<file path="src/core/xmb_regs.svh">
// Purpose: register offsets, field positions, reset values and wait counts
// Assumes: offsets are Avalon word indices; byte address is four times the index
// Notes:   definitions only
`ifndef XMB_REGS_SVH
`define XMB_REGS_SVH

`define XMB_IDX_SYS_CTL     3'h0
`define XMB_IDX_EXT_CTL     3'h1
`define XMB_IDX_SPEC_FN     3'h2
`define XMB_IDX_PA_OUT      3'h3
`define XMB_IDX_PA_DIR      3'h4
`define XMB_IDX_PC_OUT      3'h5
`define XMB_IDX_PC_DIR      3'h6
`define XMB_IDX_STATUS      3'h7

`define XMB_REG_RST         8'h00

`define XMB_SYS_EN_BIT      7
`define XMB_SYS_UPW_B6      6
`define XMB_EXT_LIM_MSB     6
`define XMB_EXT_LIM_LSB     4
`define XMB_EXT_LOW_HI_BIT  3
`define XMB_EXT_LOW_LO_BIT  2
`define XMB_EXT_UPW_B1      1
`define XMB_SFR_KEEP_BIT    6
`define XMB_SFR_HM_MSB      5
`define XMB_SFR_HM_LSB      3

`define XMB_INT_LIMIT       16'h0260
`define XMB_HM_ALL          3'h7

// Strobe length is this count plus one cycle
`define XMB_EXTRA_W00       2'h0
`define XMB_EXTRA_W01       2'h1
`define XMB_EXTRA_W10       2'h2
`define XMB_EXTRA_W11       2'h2

`endif

</file>
<file path="src/core/xmb_pkg.sv">
// Purpose: types shared by the external memory bus interface
// Assumes: nothing beyond the header
// Notes:   states are one-hot
package xmb_pkg;

    typedef enum logic [5:0] {
        XMB_IDLE  = 6'h01,
        XMB_ADDR  = 6'h02,
        XMB_LATCH = 6'h04,
        XMB_STRB  = 6'h08,
        XMB_END   = 6'h10,
        XMB_RECOV = 6'h20
    } xmb_state_t;

    typedef struct packed {
        logic [15:0] addr;
        logic        we;
        logic [7:0]  wdata;
        logic        next_ram;
    } xmb_req_t;

    typedef struct packed {
        logic       ack;
        logic       ext;
        logic       miss;
        logic [7:0] rdata;
    } xmb_resp_t;

    typedef struct packed {
        logic [1:0] extra;
        logic       recov;
    } xmb_wait_t;

    typedef struct packed {
        logic [7:0] ad;
        logic [7:0] ad_oe;
        logic [7:0] ad_pu;
        logic [7:0] ad_keep;
        logic [7:0] ha;
        logic [7:0] ha_oe;
        logic       ale;
        logic       rd_n;
        logic       wr_n;
        logic       ctl_ovr;
    } xmb_pins_t;

endpackage

</file>
<file path="src/core/xmb_top.sv">
// Purpose: external data memory bus with address latch strobe and read/write strobes
// Assumes: requester holds req_valid_i until resp_o.ack, drops it next cycle
// Notes:   registers reached over Avalon-MM, one word per register
//
// Contract
// - While enabled, the interface drives its pins regardless of port direction settings.
// - Each access is classified internal or external; only external ones strobe.
// - Low address byte is valid on the shared lines when the latch strobe falls.
// - Latch strobe stays low through the whole data transfer.
// - Internal accesses may show address activity but never assert read or write strobes.
// - Disabled interface gives pins back; high addresses never alias internal memory.
// - Pull-up on a shared line follows its port output bit set to one.
// - With keeper on, tri-stated shared lines hold their last driven value.
// - Four software-chosen wait settings exist for external accesses.
// - External space splits into lower and upper sectors with own wait settings.
// - Each sector's wait setting is a two-bit code from its select bits.
// - After the last period, an extra latch pulse appears only if next access hits RAM.
// - Enable bit 7 switches pins to memory use; zero restores port use.
// - Upper wait select bit sits at bit 6 of the system control register.
// - Extended control: limit at bits 6..4, lower wait 3..2, upper wait bit 1.
// - Limit zero treats all external space as one upper sector.
// - Nonzero limit k puts the sector boundary at k times 0x2000.
// - Codes give 0, 1, 2 strobe waits, or 2 waits plus one recovery cycle.
// - Keeper follows its own enable bit even when the interface is off.
// - High-address mask releases high pins from the top; code 7 releases all.
`timescale 1ns/1ps
`default_nettype none
`include "xmb_regs.svh"

module xmb_top (
    input  wire logic                clock_i,
    input  wire logic                rst_i,
    input  wire logic [2:0]          avs_address_i,
    input  wire logic                avs_read_i,
    input  wire logic                avs_write_i,
    input  wire logic [31:0]         avs_writedata_i,
    input  wire logic [3:0]          avs_byteenable_i,
    output logic [31:0]              avs_readdata_o,
    output logic                     avs_waitrequest_o,
    input  wire logic                req_valid_i,
    input  wire xmb_pkg::xmb_req_t   req_i,
    input  wire logic [7:0]          ad_i,
    output xmb_pkg::xmb_pins_t       pins_o,
    output xmb_pkg::xmb_resp_t       resp_o
);
    import xmb_pkg::*;

    logic [7:0]  sys_q;
    logic [7:0]  ext_q;
    logic [7:0]  sfr_q;
    logic [7:0]  pa_out_q;
    logic [7:0]  pa_dir_q;
    logic [7:0]  pc_out_q;
    logic [7:0]  pc_dir_q;
    logic        waitreq_q;
    logic [31:0] rdata_q;
    xmb_state_t  state_q;
    xmb_state_t  state_d;
    xmb_req_t    cur_q;
    logic        int_q;
    xmb_wait_t   wt_q;
    xmb_wait_t   wsel;
    logic [1:0]  cnt_q;
    logic [7:0]  rbuf_q;
    xmb_resp_t   resp_q;
    xmb_pins_t   pins_q;
    xmb_pins_t   pins_d;
    logic        enable;
    logic        keep_en;
    logic [2:0]  hmask;
    logic        is_ext;
    logic        go;
    logic        fin;
    logic        strobe_act;

    assign enable  = sys_q[`XMB_SYS_EN_BIT];
    assign keep_en = sfr_q[`XMB_SFR_KEEP_BIT];
    assign hmask   = sfr_q[`XMB_SFR_HM_MSB:`XMB_SFR_HM_LSB];
    assign is_ext  = req_i.addr >= `XMB_INT_LIMIT;
    assign go      = req_valid_i && !resp_q.ack && state_q == XMB_IDLE;

    // High pins still owned by the interface for a mask code
    function automatic logic [7:0] hi_owned(input logic [2:0] m);
        if (m == `XMB_HM_ALL) begin
            hi_owned = 8'h00;
        end else begin
            hi_owned = 8'hFF >> m;
        end
    endfunction

    xmb_wait_sel u_wait_sel (
        .addr_top_i   (req_i.addr[15:13]),
        .limit_i      (ext_q[`XMB_EXT_LIM_MSB:`XMB_EXT_LIM_LSB]),
        .upper_code_i ({ext_q[`XMB_EXT_UPW_B1], sys_q[`XMB_SYS_UPW_B6]}),
        .lower_code_i ({ext_q[`XMB_EXT_LOW_HI_BIT], ext_q[`XMB_EXT_LOW_LO_BIT]}),
        .wait_o       (wsel)
    );

    // Avalon handshake: one wait cycle, then a single low cycle
    always_ff @(posedge clock_i or posedge rst_i) begin
        if (rst_i) begin
            waitreq_q <= 1'h1;
        end else if ((avs_read_i || avs_write_i) && waitreq_q) begin
            waitreq_q <= 1'h0;
        end else begin
            waitreq_q <= 1'h1;
        end
    end

    always_ff @(posedge clock_i or posedge rst_i) begin
        if (rst_i) begin
            rdata_q <= 32'h0;
        end else if (avs_read_i && waitreq_q) begin
            case (avs_address_i)
                `XMB_IDX_SYS_CTL: rdata_q <= {24'h0, sys_q};
                `XMB_IDX_EXT_CTL: rdata_q <= {24'h0, ext_q};
                `XMB_IDX_SPEC_FN: rdata_q <= {24'h0, sfr_q};
                `XMB_IDX_PA_OUT:  rdata_q <= {24'h0, pa_out_q};
                `XMB_IDX_PA_DIR:  rdata_q <= {24'h0, pa_dir_q};
                `XMB_IDX_PC_OUT:  rdata_q <= {24'h0, pc_out_q};
                `XMB_IDX_PC_DIR:  rdata_q <= {24'h0, pc_dir_q};
                `XMB_IDX_STATUS:  rdata_q <= {16'h0, rbuf_q, 7'h0, state_q != XMB_IDLE};
                default:          rdata_q <= 32'h0;
            endcase
        end
    end

    // Writes land at the edge that ends the request; status is read-only
    always_ff @(posedge clock_i or posedge rst_i) begin
        if (rst_i) begin
            sys_q    <= `XMB_REG_RST;
            ext_q    <= `XMB_REG_RST;
            sfr_q    <= `XMB_REG_RST;
            pa_out_q <= `XMB_REG_RST;
            pa_dir_q <= `XMB_REG_RST;
            pc_out_q <= `XMB_REG_RST;
            pc_dir_q <= `XMB_REG_RST;
        end else if (avs_write_i && !waitreq_q && avs_byteenable_i[0]) begin
            case (avs_address_i)
                `XMB_IDX_SYS_CTL: sys_q    <= avs_writedata_i[7:0];
                `XMB_IDX_EXT_CTL: ext_q    <= avs_writedata_i[7:0];
                `XMB_IDX_SPEC_FN: sfr_q    <= avs_writedata_i[7:0];
                `XMB_IDX_PA_OUT:  pa_out_q <= avs_writedata_i[7:0];
                `XMB_IDX_PA_DIR:  pa_dir_q <= avs_writedata_i[7:0];
                `XMB_IDX_PC_OUT:  pc_out_q <= avs_writedata_i[7:0];
                `XMB_IDX_PC_DIR:  pc_dir_q <= avs_writedata_i[7:0];
                default: ;
            endcase
        end
    end

    // Access sequencer
    always_comb begin
        state_d = state_q;
        case (state_q)
            XMB_IDLE: begin
                if (go && enable) begin
                    state_d = XMB_ADDR;
                end
            end
            XMB_ADDR:  state_d = XMB_LATCH;
            XMB_LATCH: state_d = int_q ? XMB_IDLE : XMB_STRB;
            XMB_STRB: begin
                if (cnt_q == 2'h0) begin
                    state_d = XMB_END;
                end
            end
            XMB_END:   state_d = wt_q.recov ? XMB_RECOV : XMB_IDLE;
            XMB_RECOV: state_d = XMB_IDLE;
            default:   state_d = XMB_IDLE;
        endcase
    end

    always_ff @(posedge clock_i or posedge rst_i) begin
        if (rst_i) begin
            state_q <= XMB_IDLE;
        end else begin
            state_q <= state_d;
        end
    end

    always_ff @(posedge clock_i or posedge rst_i) begin
        if (rst_i) begin
            cur_q <= '0;
            int_q <= 1'h0;
            wt_q  <= '0;
            cnt_q <= 2'h0;
        end else if (go) begin
            cur_q <= req_i;
            int_q <= !is_ext;
            wt_q  <= wsel;
            cnt_q <= wsel.extra;
        end else if (state_q == XMB_STRB) begin
            cnt_q <= cnt_q - 2'h1;
        end
    end

    // Read data is taken on the edge that lifts the read strobe
    always_ff @(posedge clock_i or posedge rst_i) begin
        if (rst_i) begin
            rbuf_q <= 8'h00;
        end else if (state_q == XMB_STRB && cnt_q == 2'h0 && !cur_q.we) begin
            rbuf_q <= ad_i;
        end
    end

    assign fin = (state_q == XMB_LATCH && int_q) || (state_q == XMB_END && !wt_q.recov)
               || state_q == XMB_RECOV || (go && !enable);

    always_ff @(posedge clock_i or posedge rst_i) begin
        if (rst_i) begin
            resp_q <= '0;
        end else begin
            resp_q.ack <= fin;
            if (go && !enable) begin
                // Disabled: external addresses answer as a miss, no wrap onto internal
                resp_q.ext   <= 1'h0;
                resp_q.miss  <= is_ext;
                resp_q.rdata <= 8'h00;
            end else begin
                resp_q.ext   <= fin && !int_q;
                resp_q.miss  <= 1'h0;
                resp_q.rdata <= (fin && !int_q && !cur_q.we) ? rbuf_q : 8'h00;
            end
        end
    end

    // Pins are built from the next state so they leave flip-flops aligned to it
    always_comb begin
        xmb_req_t   src;
        logic       drv_addr;
        logic       strb;
        logic       endp;
        logic [7:0] own;
        logic [7:0] val;
        src      = (state_q == XMB_IDLE) ? req_i : cur_q;
        drv_addr = state_d == XMB_ADDR || state_d == XMB_LATCH;
        strb     = state_d == XMB_STRB;
        endp     = state_d == XMB_END;
        own      = hi_owned(hmask);
        val      = 8'h00;
        pins_d   = pins_q;
        if (enable) begin
            // Direction registers are ignored while the interface owns the pins
            pins_d.ad_oe   = (drv_addr || ((strb || endp) && src.we)) ? 8'hFF : 8'h00;
            val            = drv_addr ? src.addr[7:0] : src.wdata;
            pins_d.ha      = (own & src.addr[15:8]) | (~own & pc_out_q);
            pins_d.ha_oe   = own | pc_dir_q;
            pins_d.ale     = state_d == XMB_ADDR || (endp && src.next_ram);
            pins_d.rd_n    = !(strb && !src.we);
            pins_d.wr_n    = !(strb && src.we);
            pins_d.ctl_ovr = 1'h1;
        end else begin
            pins_d.ad_oe   = pa_dir_q;
            val            = pa_out_q;
            pins_d.ha      = pc_out_q;
            pins_d.ha_oe   = pc_dir_q;
            pins_d.ale     = 1'h0;
            pins_d.rd_n    = 1'h1;
            pins_d.wr_n    = 1'h1;
            pins_d.ctl_ovr = 1'h0;
        end
        // Undriven bits keep their old value so the keeper has something to hold
        pins_d.ad      = (val & pins_d.ad_oe) | (pins_q.ad & ~pins_d.ad_oe);
        pins_d.ad_keep = {8{keep_en}} & ~pins_d.ad_oe;
        pins_d.ad_pu   = pa_out_q & ~pins_d.ad_oe;
    end

    always_ff @(posedge clock_i or posedge rst_i) begin
        if (rst_i) begin
            pins_q      <= '0;
            pins_q.rd_n <= 1'h1;
            pins_q.wr_n <= 1'h1;
        end else begin
            pins_q <= pins_d;
        end
    end

    assign avs_waitrequest_o = waitreq_q;
    assign avs_readdata_o    = rdata_q;
    assign pins_o            = pins_q;
    assign resp_o            = resp_q;
    assign strobe_act        = !(pins_q.rd_n && pins_q.wr_n);

    property p_override;
        @(posedge clock_i) disable iff (rst_i)
        pins_q.ctl_ovr && state_q == XMB_ADDR |-> pins_q.ad_oe == 8'hFF;
    endproperty
    a_override: assert property (p_override)
        else $error("address phase not driving shared lines");

    property p_int_no_strobe;
        @(posedge clock_i) disable iff (rst_i)
        go && enable && !is_ext |-> !strobe_act[*4];
    endproperty
    a_int_no_strobe: assert property (p_int_no_strobe)
        else $error("strobe during internal access");

    property p_ale_addr;
        @(posedge clock_i) disable iff (rst_i)
        $fell(pins_q.ale) && state_q == XMB_LATCH
            |-> pins_q.ad_oe == 8'hFF && pins_q.ad == cur_q.addr[7:0];
    endproperty
    a_ale_addr: assert property (p_ale_addr)
        else $error("address not valid at latch fall");

    property p_ale_low_xfer;
        @(posedge clock_i) disable iff (rst_i)
        strobe_act |-> !pins_q.ale;
    endproperty
    a_ale_low_xfer: assert property (p_ale_low_xfer)
        else $error("latch strobe high during transfer");

    property p_no_alias;
        @(posedge clock_i) disable iff (rst_i)
        go && !enable && is_ext |=> resp_q.ack && resp_q.miss && state_q == XMB_IDLE;
    endproperty
    a_no_alias: assert property (p_no_alias)
        else $error("disabled external access not answered as miss");

    property p_pullup;
        @(posedge clock_i) disable iff (rst_i)
        ##1 pins_q.ad_pu == ($past(pa_out_q) & ~pins_q.ad_oe);
    endproperty
    a_pullup: assert property (p_pullup)
        else $error("pull-up mismatch");

    property p_keeper;
        @(posedge clock_i) disable iff (rst_i)
        ##1 (pins_q.ad_keep & $past(pins_q.ad_keep) & (pins_q.ad ^ $past(pins_q.ad))) == 8'h00;
    endproperty
    a_keeper: assert property (p_keeper)
        else $error("kept line changed value");

    property p_wait0;
        @(posedge clock_i) disable iff (rst_i)
        $rose(strobe_act) && wt_q.extra == `XMB_EXTRA_W00 |=> !strobe_act;
    endproperty
    a_wait0: assert property (p_wait0)
        else $error("no-wait strobe not one cycle");

    property p_wait2;
        @(posedge clock_i) disable iff (rst_i)
        $rose(strobe_act) && wt_q.extra == `XMB_EXTRA_W10 |-> strobe_act[*3] ##1 !strobe_act;
    endproperty
    a_wait2: assert property (p_wait2)
        else $error("two-wait strobe not three cycles");

    property p_recov;
        @(posedge clock_i) disable iff (rst_i)
        $fell(strobe_act) && wt_q.recov |=> state_q == XMB_RECOV ##1 state_q == XMB_IDLE;
    endproperty
    a_recov: assert property (p_recov)
        else $error("recovery cycle missing");

    property p_extra_ale;
        @(posedge clock_i) disable iff (rst_i)
        $fell(strobe_act) && pins_q.ctl_ovr |-> pins_q.ale == cur_q.next_ram;
    endproperty
    a_extra_ale: assert property (p_extra_ale)
        else $error("extra latch pulse wrong");

    property p_rd_float;
        @(posedge clock_i) disable iff (rst_i)
        $rose(pins_q.rd_n) |-> rbuf_q == $past(ad_i) && $past(pins_q.ad_oe) == 8'h00;
    endproperty
    a_rd_float: assert property (p_rd_float)
        else $error("read capture or float wrong");

    property p_keep_free;
        @(posedge clock_i) disable iff (rst_i)
        !keep_en ##1 !keep_en |-> pins_q.ad_keep == 8'h00;
    endproperty
    a_keep_free: assert property (p_keep_free)
        else $error("keeper active while disabled");

endmodule
`default_nettype wire

</file>
<file path="src/core/xmb_wait_sel.sv">
// Purpose: picks the wait setting of the sector that an address falls in
// Assumes: caller passes the top three address bits
// Notes:   purely combinational
`timescale 1ns/1ps
`default_nettype none
`include "xmb_regs.svh"

module xmb_wait_sel (
    input  wire logic [2:0]        addr_top_i,
    input  wire logic [2:0]        limit_i,
    input  wire logic [1:0]        upper_code_i,
    input  wire logic [1:0]        lower_code_i,
    output xmb_pkg::xmb_wait_t     wait_o
);
    import xmb_pkg::*;

    logic [1:0] code;

    always_comb begin
        // Zero limit means one sector, timed by the upper code
        if (limit_i == 3'h0 || addr_top_i >= limit_i) begin
            code = upper_code_i;
        end else begin
            code = lower_code_i;
        end
        wait_o.recov = 1'h0;
        case (code)
            2'h0: wait_o.extra = `XMB_EXTRA_W00;
            2'h1: wait_o.extra = `XMB_EXTRA_W01;
            2'h2: wait_o.extra = `XMB_EXTRA_W10;
            2'h3: begin
                wait_o.extra = `XMB_EXTRA_W11;
                wait_o.recov = 1'h1;
            end
            default: wait_o.extra = `XMB_EXTRA_W00;
        endcase
    end

endmodule
`default_nettype wire

</file>
<file path="config.mk">
export PLATFORM = sky130hd
export DESIGN_NAME = xmb_top
export DESIGN_NICKNAME = d
export VERILOG_FILES = /design/src/core/xmb_pkg.sv /design/src/core/xmb_top.sv /design/src/core/xmb_wait_sel.sv
export VERILOG_INCLUDE_DIRS = /design/src /design/src/core
export SDC_FILE = /design/constraint.sdc
export NUM_CORES = 1
export LEC_CHECK = 0
export BUFFER_PORTS_ARGS = -buffer_cell sky130_fd_sc_hd__buf_4
export CAP_MARGIN = 20
export CORE_ASPECT_RATIO = 1.4
export CORE_UTILIZATION = 40
export DETAILED_ROUTE_END_ITERATION = 10
export SLEW_MARGIN = 40
export SYNTH_ARGS = -nofsm -noshare
export SYNTH_HDL_FRONTEND = slang
export SYNTH_SLANG_ARGS = --single-unit
</file>
<file path="constraint.sdc">
create_clock -name clock_i -period 5.7 [get_ports clock_i]
set_clock_uncertainty 0.05 [all_clocks]
set_input_delay 0.285 -clock clock_i [delete_from_list [all_inputs] [get_ports clock_i]]
set_output_delay 0.285 -clock clock_i [all_outputs]
set_load 0.005 [all_outputs]
</file>
Word level (Yosys, flattened, before mapping)
Cells that the tools add are included.
{"block": "totals", "ff_bits": 196, "in_bits": 78, "output_inout_bits": 96, "word_cells": 140}
{"block": "op_classes", "n_addsub": 1, "order_cmp": 2, "eq_ne": 22, "shift": 1, "muxes": 21, "bitwise": 11, "reduce_logical": 50}
{"cell": "$pmux 32 s8", "count": 1}
{"cell": "$and 8x8->8", "count": 6}
{"cell": "$mux 8", "count": 6}
{"cell": "$pmux 6 s5", "count": 1}
{"cell": "$mux 26", "count": 1}
{"cell": "$or 8x8->8", "count": 3}
{"cell": "$mux 20", "count": 1}
{"cell": "$logic_and 1x1->1", "count": 18}
{"cell": "$mux 6", "count": 3}
{"cell": "$ge 16x10->1 const B", "count": 1}
{"cell": "$not 8->8", "count": 2}
{"cell": "$eq 3x3->1 const B", "count": 5}
{"cell": "$reduce_and 2->1", "count": 7}
{"cell": "$eq 6x2->1 const B", "count": 2}
{"cell": "$eq 6x3->1 const B", "count": 2}
{"cell": "$eq 6x4->1 const B", "count": 2}
{"cell": "$eq 6x5->1 const B", "count": 2}
{"cell": "$logic_not 1->1", "count": 10}
{"cell": "$mux 10", "count": 1}
{"cell": "$logic_or 1x1->1", "count": 9}
{"cell": "$shr 8x3->8 const A", "count": 1}
{"cell": "$eq 3x2->1 const B", "count": 2}
{"cell": "$eq 6x1->1 const B", "count": 1}
{"cell": "$eq 6x6->1 const B", "count": 1}
{"cell": "14 further kinds", "count": 20}

Depth between registers and ports, before layout
{"block": "logic_depth", "ltp_word": 15, "ltp_mapped": 8, "depth_no_buf": 7}

Modules after synthesis
A second synthesis with hierarchy kept.
{"block": "unflattened", "hier_cells": 716, "area_unflattened_um2": 8022.7}
{"module": "xmb_top", "instances": 1, "cells_per_inst": 699, "area_per_inst_um2": 7885.1, "seq_area_each_um2": 4509.3}
{"module": "xmb_wait_sel", "instances": 1, "cells_per_inst": 17, "area_per_inst_um2": 137.6, "seq_area_each_um2": 0.0}

Worst setup path after synthesis
OpenSTA, ideal clock, no wires.
{"block": "synth_path", "path_type": "register -> register", "startpoint": "register state_q[2]", "endpoint": "register cur_q[1] (netlist bit)", "setup_time_ps": 125, "arrival_ps": 2272, "required_time_ps": 5525, "slack_ps": 3254, "stages_incl_launch_ff": 8, "path_buffers": 3, "period_less_slack_ps": 2446, "cell_sequence": "dfrtp_1 -> buf_2 -> nor4_1 -> nand2_1 -> nor3b_1 -> buf_4 -> buf_4 -> mux2_2"}
{"block": "synth_between", "elab_chain_len": 2}
{"item": "start: declaration", "line_no": "xmb_top.sv:57", "source": "xmb_state_t state_q;"}
{"item": "start signal: assignment", "line_no": "xmb_top.sv:178", "source": "state_q <= state_d;"}
{"item": "$eq 6x1->1", "line_no": "xmb_top.sv:80", "source": "assign go = req_valid_i && !resp_q.ack && state_q == XMB_IDLE;"}
{"item": "$logic_and 1x1->1", "line_no": "xmb_top.sv:80"}
{"item": "end signal: assignment", "line_no": "xmb_top.sv:189", "source": "cur_q <= req_i;"}
{"item": "end: declaration", "line_no": "xmb_top.sv:59", "source": "xmb_req_t cur_q;"}
No other way between the ends.
A chain may end at the register's enable or synchronous reset.

==> impl_results.md <==
* DRT Pass-1 Iters at 5
* CTS buffer count at 17
* # Post-CTS Setup Buffers at 0
* Port Buf Inserts at 130
* Critical path startpoint: state_q[2]
* Synth Area in Compound Gates at 12.7%
* Synth Cell Area at 0.00805 mm^2
* LEAKAGE at 4.75 nW
* DRT iter0 DRCs at 289
* Core area at between 0.015 and 0.02 mm^2
* Final Hold Fails at 0
* Stages on worst setup path at 6
* Worst VDD drop at approximately 230 uV
* Register area share after synthesis at 56.0%
* Number of synthesized flops with an enable pin at 0
* Worst-path cell chain: nor4_1 > nand2_2 > o21ai_2 > nor3_4 > buf_4 > o21a_1
* Startpoint Class: flip-flop
* CTS tree: built
* Post-Synthesis Cells at 686
* Routed WL at approximately 21,000 um
* GP Congestion at about 0.84
* Tmin final at 3.08 ns
* R2R depth at 6
* Drt wl/cell at 19.4 um
* Slew Limit Fails at 0
* Post-synthesis simple-gate area fraction at 10.9%
* Largest net degree at the start of global routing at 67
* Ys async rst share at 100%
* Pwr Density at 454 mW/mm^2
* Reg2Reg Capture Point: pins_o[31]
* DIE HEIGHT at 170 um
* Crit-path slowest cell: nor4_1
* Hold Path Class: in -> reg
* RSZ-0062 raised after global routing: no
* Final ANT Viol Nets at 0
* Cell Area, Placed at 0.00923 mm^2
* Vias in the first global route at 5,941
* Mux cell area share after synthesis at 15.3%
* CP arrival at about 3.4 ns
* Synth warn at 0
* Largest delay share family, worst path: simple AND/OR/NAND/NOR gates
* Synth area leaders: dfrtp_1 55%, mux2_2 12%, nand2_1 3.8%, mux2i_1 3.1%, buf_4 1.8%
* Syn_area_per_cell at 11.7 um^2
* #FFs+latches synth at 180
* Die X at 122 um
* Setup-failing EPs final at 0
* DRC at 0
* Design area at 0.00996 mm^2
* # rows at a little over 60
* Crit share post-route at 54.0%
* H-Tree Depth at 4
* CP max stage delay at 0.68 ns
* Largest family of logic cells by synthesized area: multiplexers
* CTS sink count at 180
* Worst rel slew slack at 50.6%
* Max Root-Sink Buffers at 2
* Final Core Density at approximately 50%
* Share of cells above drive strength 1 at 34.4%
* Crit Path Class: reg -> reg
* Crit path capture type: flip-flop
* FF-to-FF Start: state_q[2]
* Initial Util at just over 40%
* Setup TNS at 0 ns
* CTS root buf: clkbuf_16
* Post-synth top area cell: dfrtp_1
* # diodes at 0
* GRT Residual Overflow at 0
* Vias after detailed routing at 5,774
* Total track usage at 21.5%
* Layout Cells excl Fill at 1,084
* Die area at 0.0207 mm^2
* CP max FO at 19
* Buf/Inv on CP at 1
* Cells after DPL at between 1,000 and 1,500
* Max Clk Rate at about 320 MHz
* Worst Setup EP: pins_o[31]
* Outcome: completed
* Synth Area in XOR/XNOR at 0.217%
* First-pass GRT wire length at 33,100 um
* Via density at 5.33
* Synth top area share at 54.7%
* Clock Latency Late Sink at 0.44 ns
* Layout Nets at about 900
* Initial antenna violation count at 0
* Hold Crit Depth at 3
* CP required at 5.97 ns
* Dpl hpwl at about 15,000 um
* Worst-path clk slew at ~0.070 ns
* Synth unique cells at 61
* Top flip-flop cell by instance count after synthesis: dfrtp_1
* Adder-cell share of the synthesized area at 0.621%
* Area delta synth->final at 23.6%
* Worst-margin pin slew at 0.741 ns
* Reg2Reg Setup Slack at 2.62 ns
* Ports at 174
* Total of max-cap violations at 0
[report_power, final]
part           leakage [nW]  internal [mW]  total [mW]  switching [mW]
registers              2.26           1.65        1.90           0.257
clock network         0.294          0.711        1.22           0.508
logic                  2.19          0.685        1.39           0.707
total                  4.75           3.04        4.52            1.47
[kinds of logic (layout without fill, tap and decap cells)]
logic type	count (synthesis)	in the layout
buf+inv	69	200
flops	180	180
mux	110	110
compound gates	136	136
simple gates	184	184
xor+xnor	2	2
fa+ha+maj	4	4
other cells	1	16
[layer usage]
metal,GRT usage [%],wire (um),up-vias
met5,0,0,-
met3,3.85,1020,25
met1,26.3,8420,2903
met2,38.0,11200,166
li1,-,-,2680
met4,6.87,427,0
[cells in the mapped netlist, drive strengths merged (6+ instances only)]
master and n:
dfrtp 176, mux2 83, nand2 82, nor2 37, buf 28, mux2i 25, o21ai 24, inv 20
a21oi 19, clkbuf 19, a22o 12, and2 11, nand2b 11, nor3 11, a211oi 9, a221oi 9
o21a 9, a31oi 6, o221ai 6, or2 6
[layout by cell type (no fill, tap or decap), types with 6 or more instances in the layout]
cell and n:
or2_2 6, mux2_2 83, a31oi_1 6, mux2i_1 25
o21ai_0 23, nand2_1 80, o21a_1 9, nand2b_1 11
conb_1 16, dlygate4sd3_1 7, o221ai_1 6, clkbuf_16 17
nor2_1 36, a211oi_1 9, a22o_1 11, inv_1 19
dfrtp_1 176, a21oi_1 18, buf_4 137, and2_1 11
nor3_1 8
[worst min-delay path by stage]
stage                start           endpoint
6_report          req_i[6]           cur_q[6]
2_1_floorplan  avs_write_i  avs_waitrequest_o
5_1_grt           req_i[6]           cur_q[6]
3_3_place_gp         rst_i          rbuf_q[0]
4_1_cts           req_i[6]           cur_q[6]
3_5_place_dp         rst_i          rbuf_q[3]
[registers in the layout (all words and copies together) (netlist names), 11 cells and up, named ones only]
register	count
cur_q	26
pins_o	44
avs_readdata_o	16
resp_o	11
[timing repair]
| action | in CTS | in global routing |
|---|---|---|
| resized for setup | 0 | 0 |
| hold buffers | 7 | 0 |
| setup endpoints to repair | 0 | 0 |
| hold endpoints to repair | 68 | 0 |
[layout make-up]
cell class | instances | area (um^2)
Clock inverter | 12 | 169
Timing Repair Buffer | 146 | 1120
Fill cell | 1771 | 9810
Inverter | 22 | 87.6
Clock buffer | 20 | 447
Tap cell | 252 | 315
Multi-Input combinational cell | 452 | 3310
Sequential cell | 180 | 4510
[stage by stage]
| step | hold WS [ns] | setup WS [ns] | power, mW |
|---|---|---|---|
| 6_report | 0.0124 | 2.62 | 4.52 |
| 5_1_grt | 0.0178 | 2.35 | 4.78 |
| 4_1_cts | 0.00238 | 2.36 | 4.54 |
| 3_5_place_dp | 0.337 | 2.36 | 3.31 |
| 3_3_place_gp | 0.333 | 2.44 | 3.26 |
| 2_1_floorplan | 0.298 | 0.485 | 2.71 |
[worst register-to-register path: stages, from the launching register on]
cell and delay, ns:
dfrtp_1 0.49, nor4_1 0.68, nand2_2 0.48, o21ai_2 0.63, nor3_4 0.20, buf_4 0.24, o21a_1 0.20
Power figures use the tool's default switching activity.
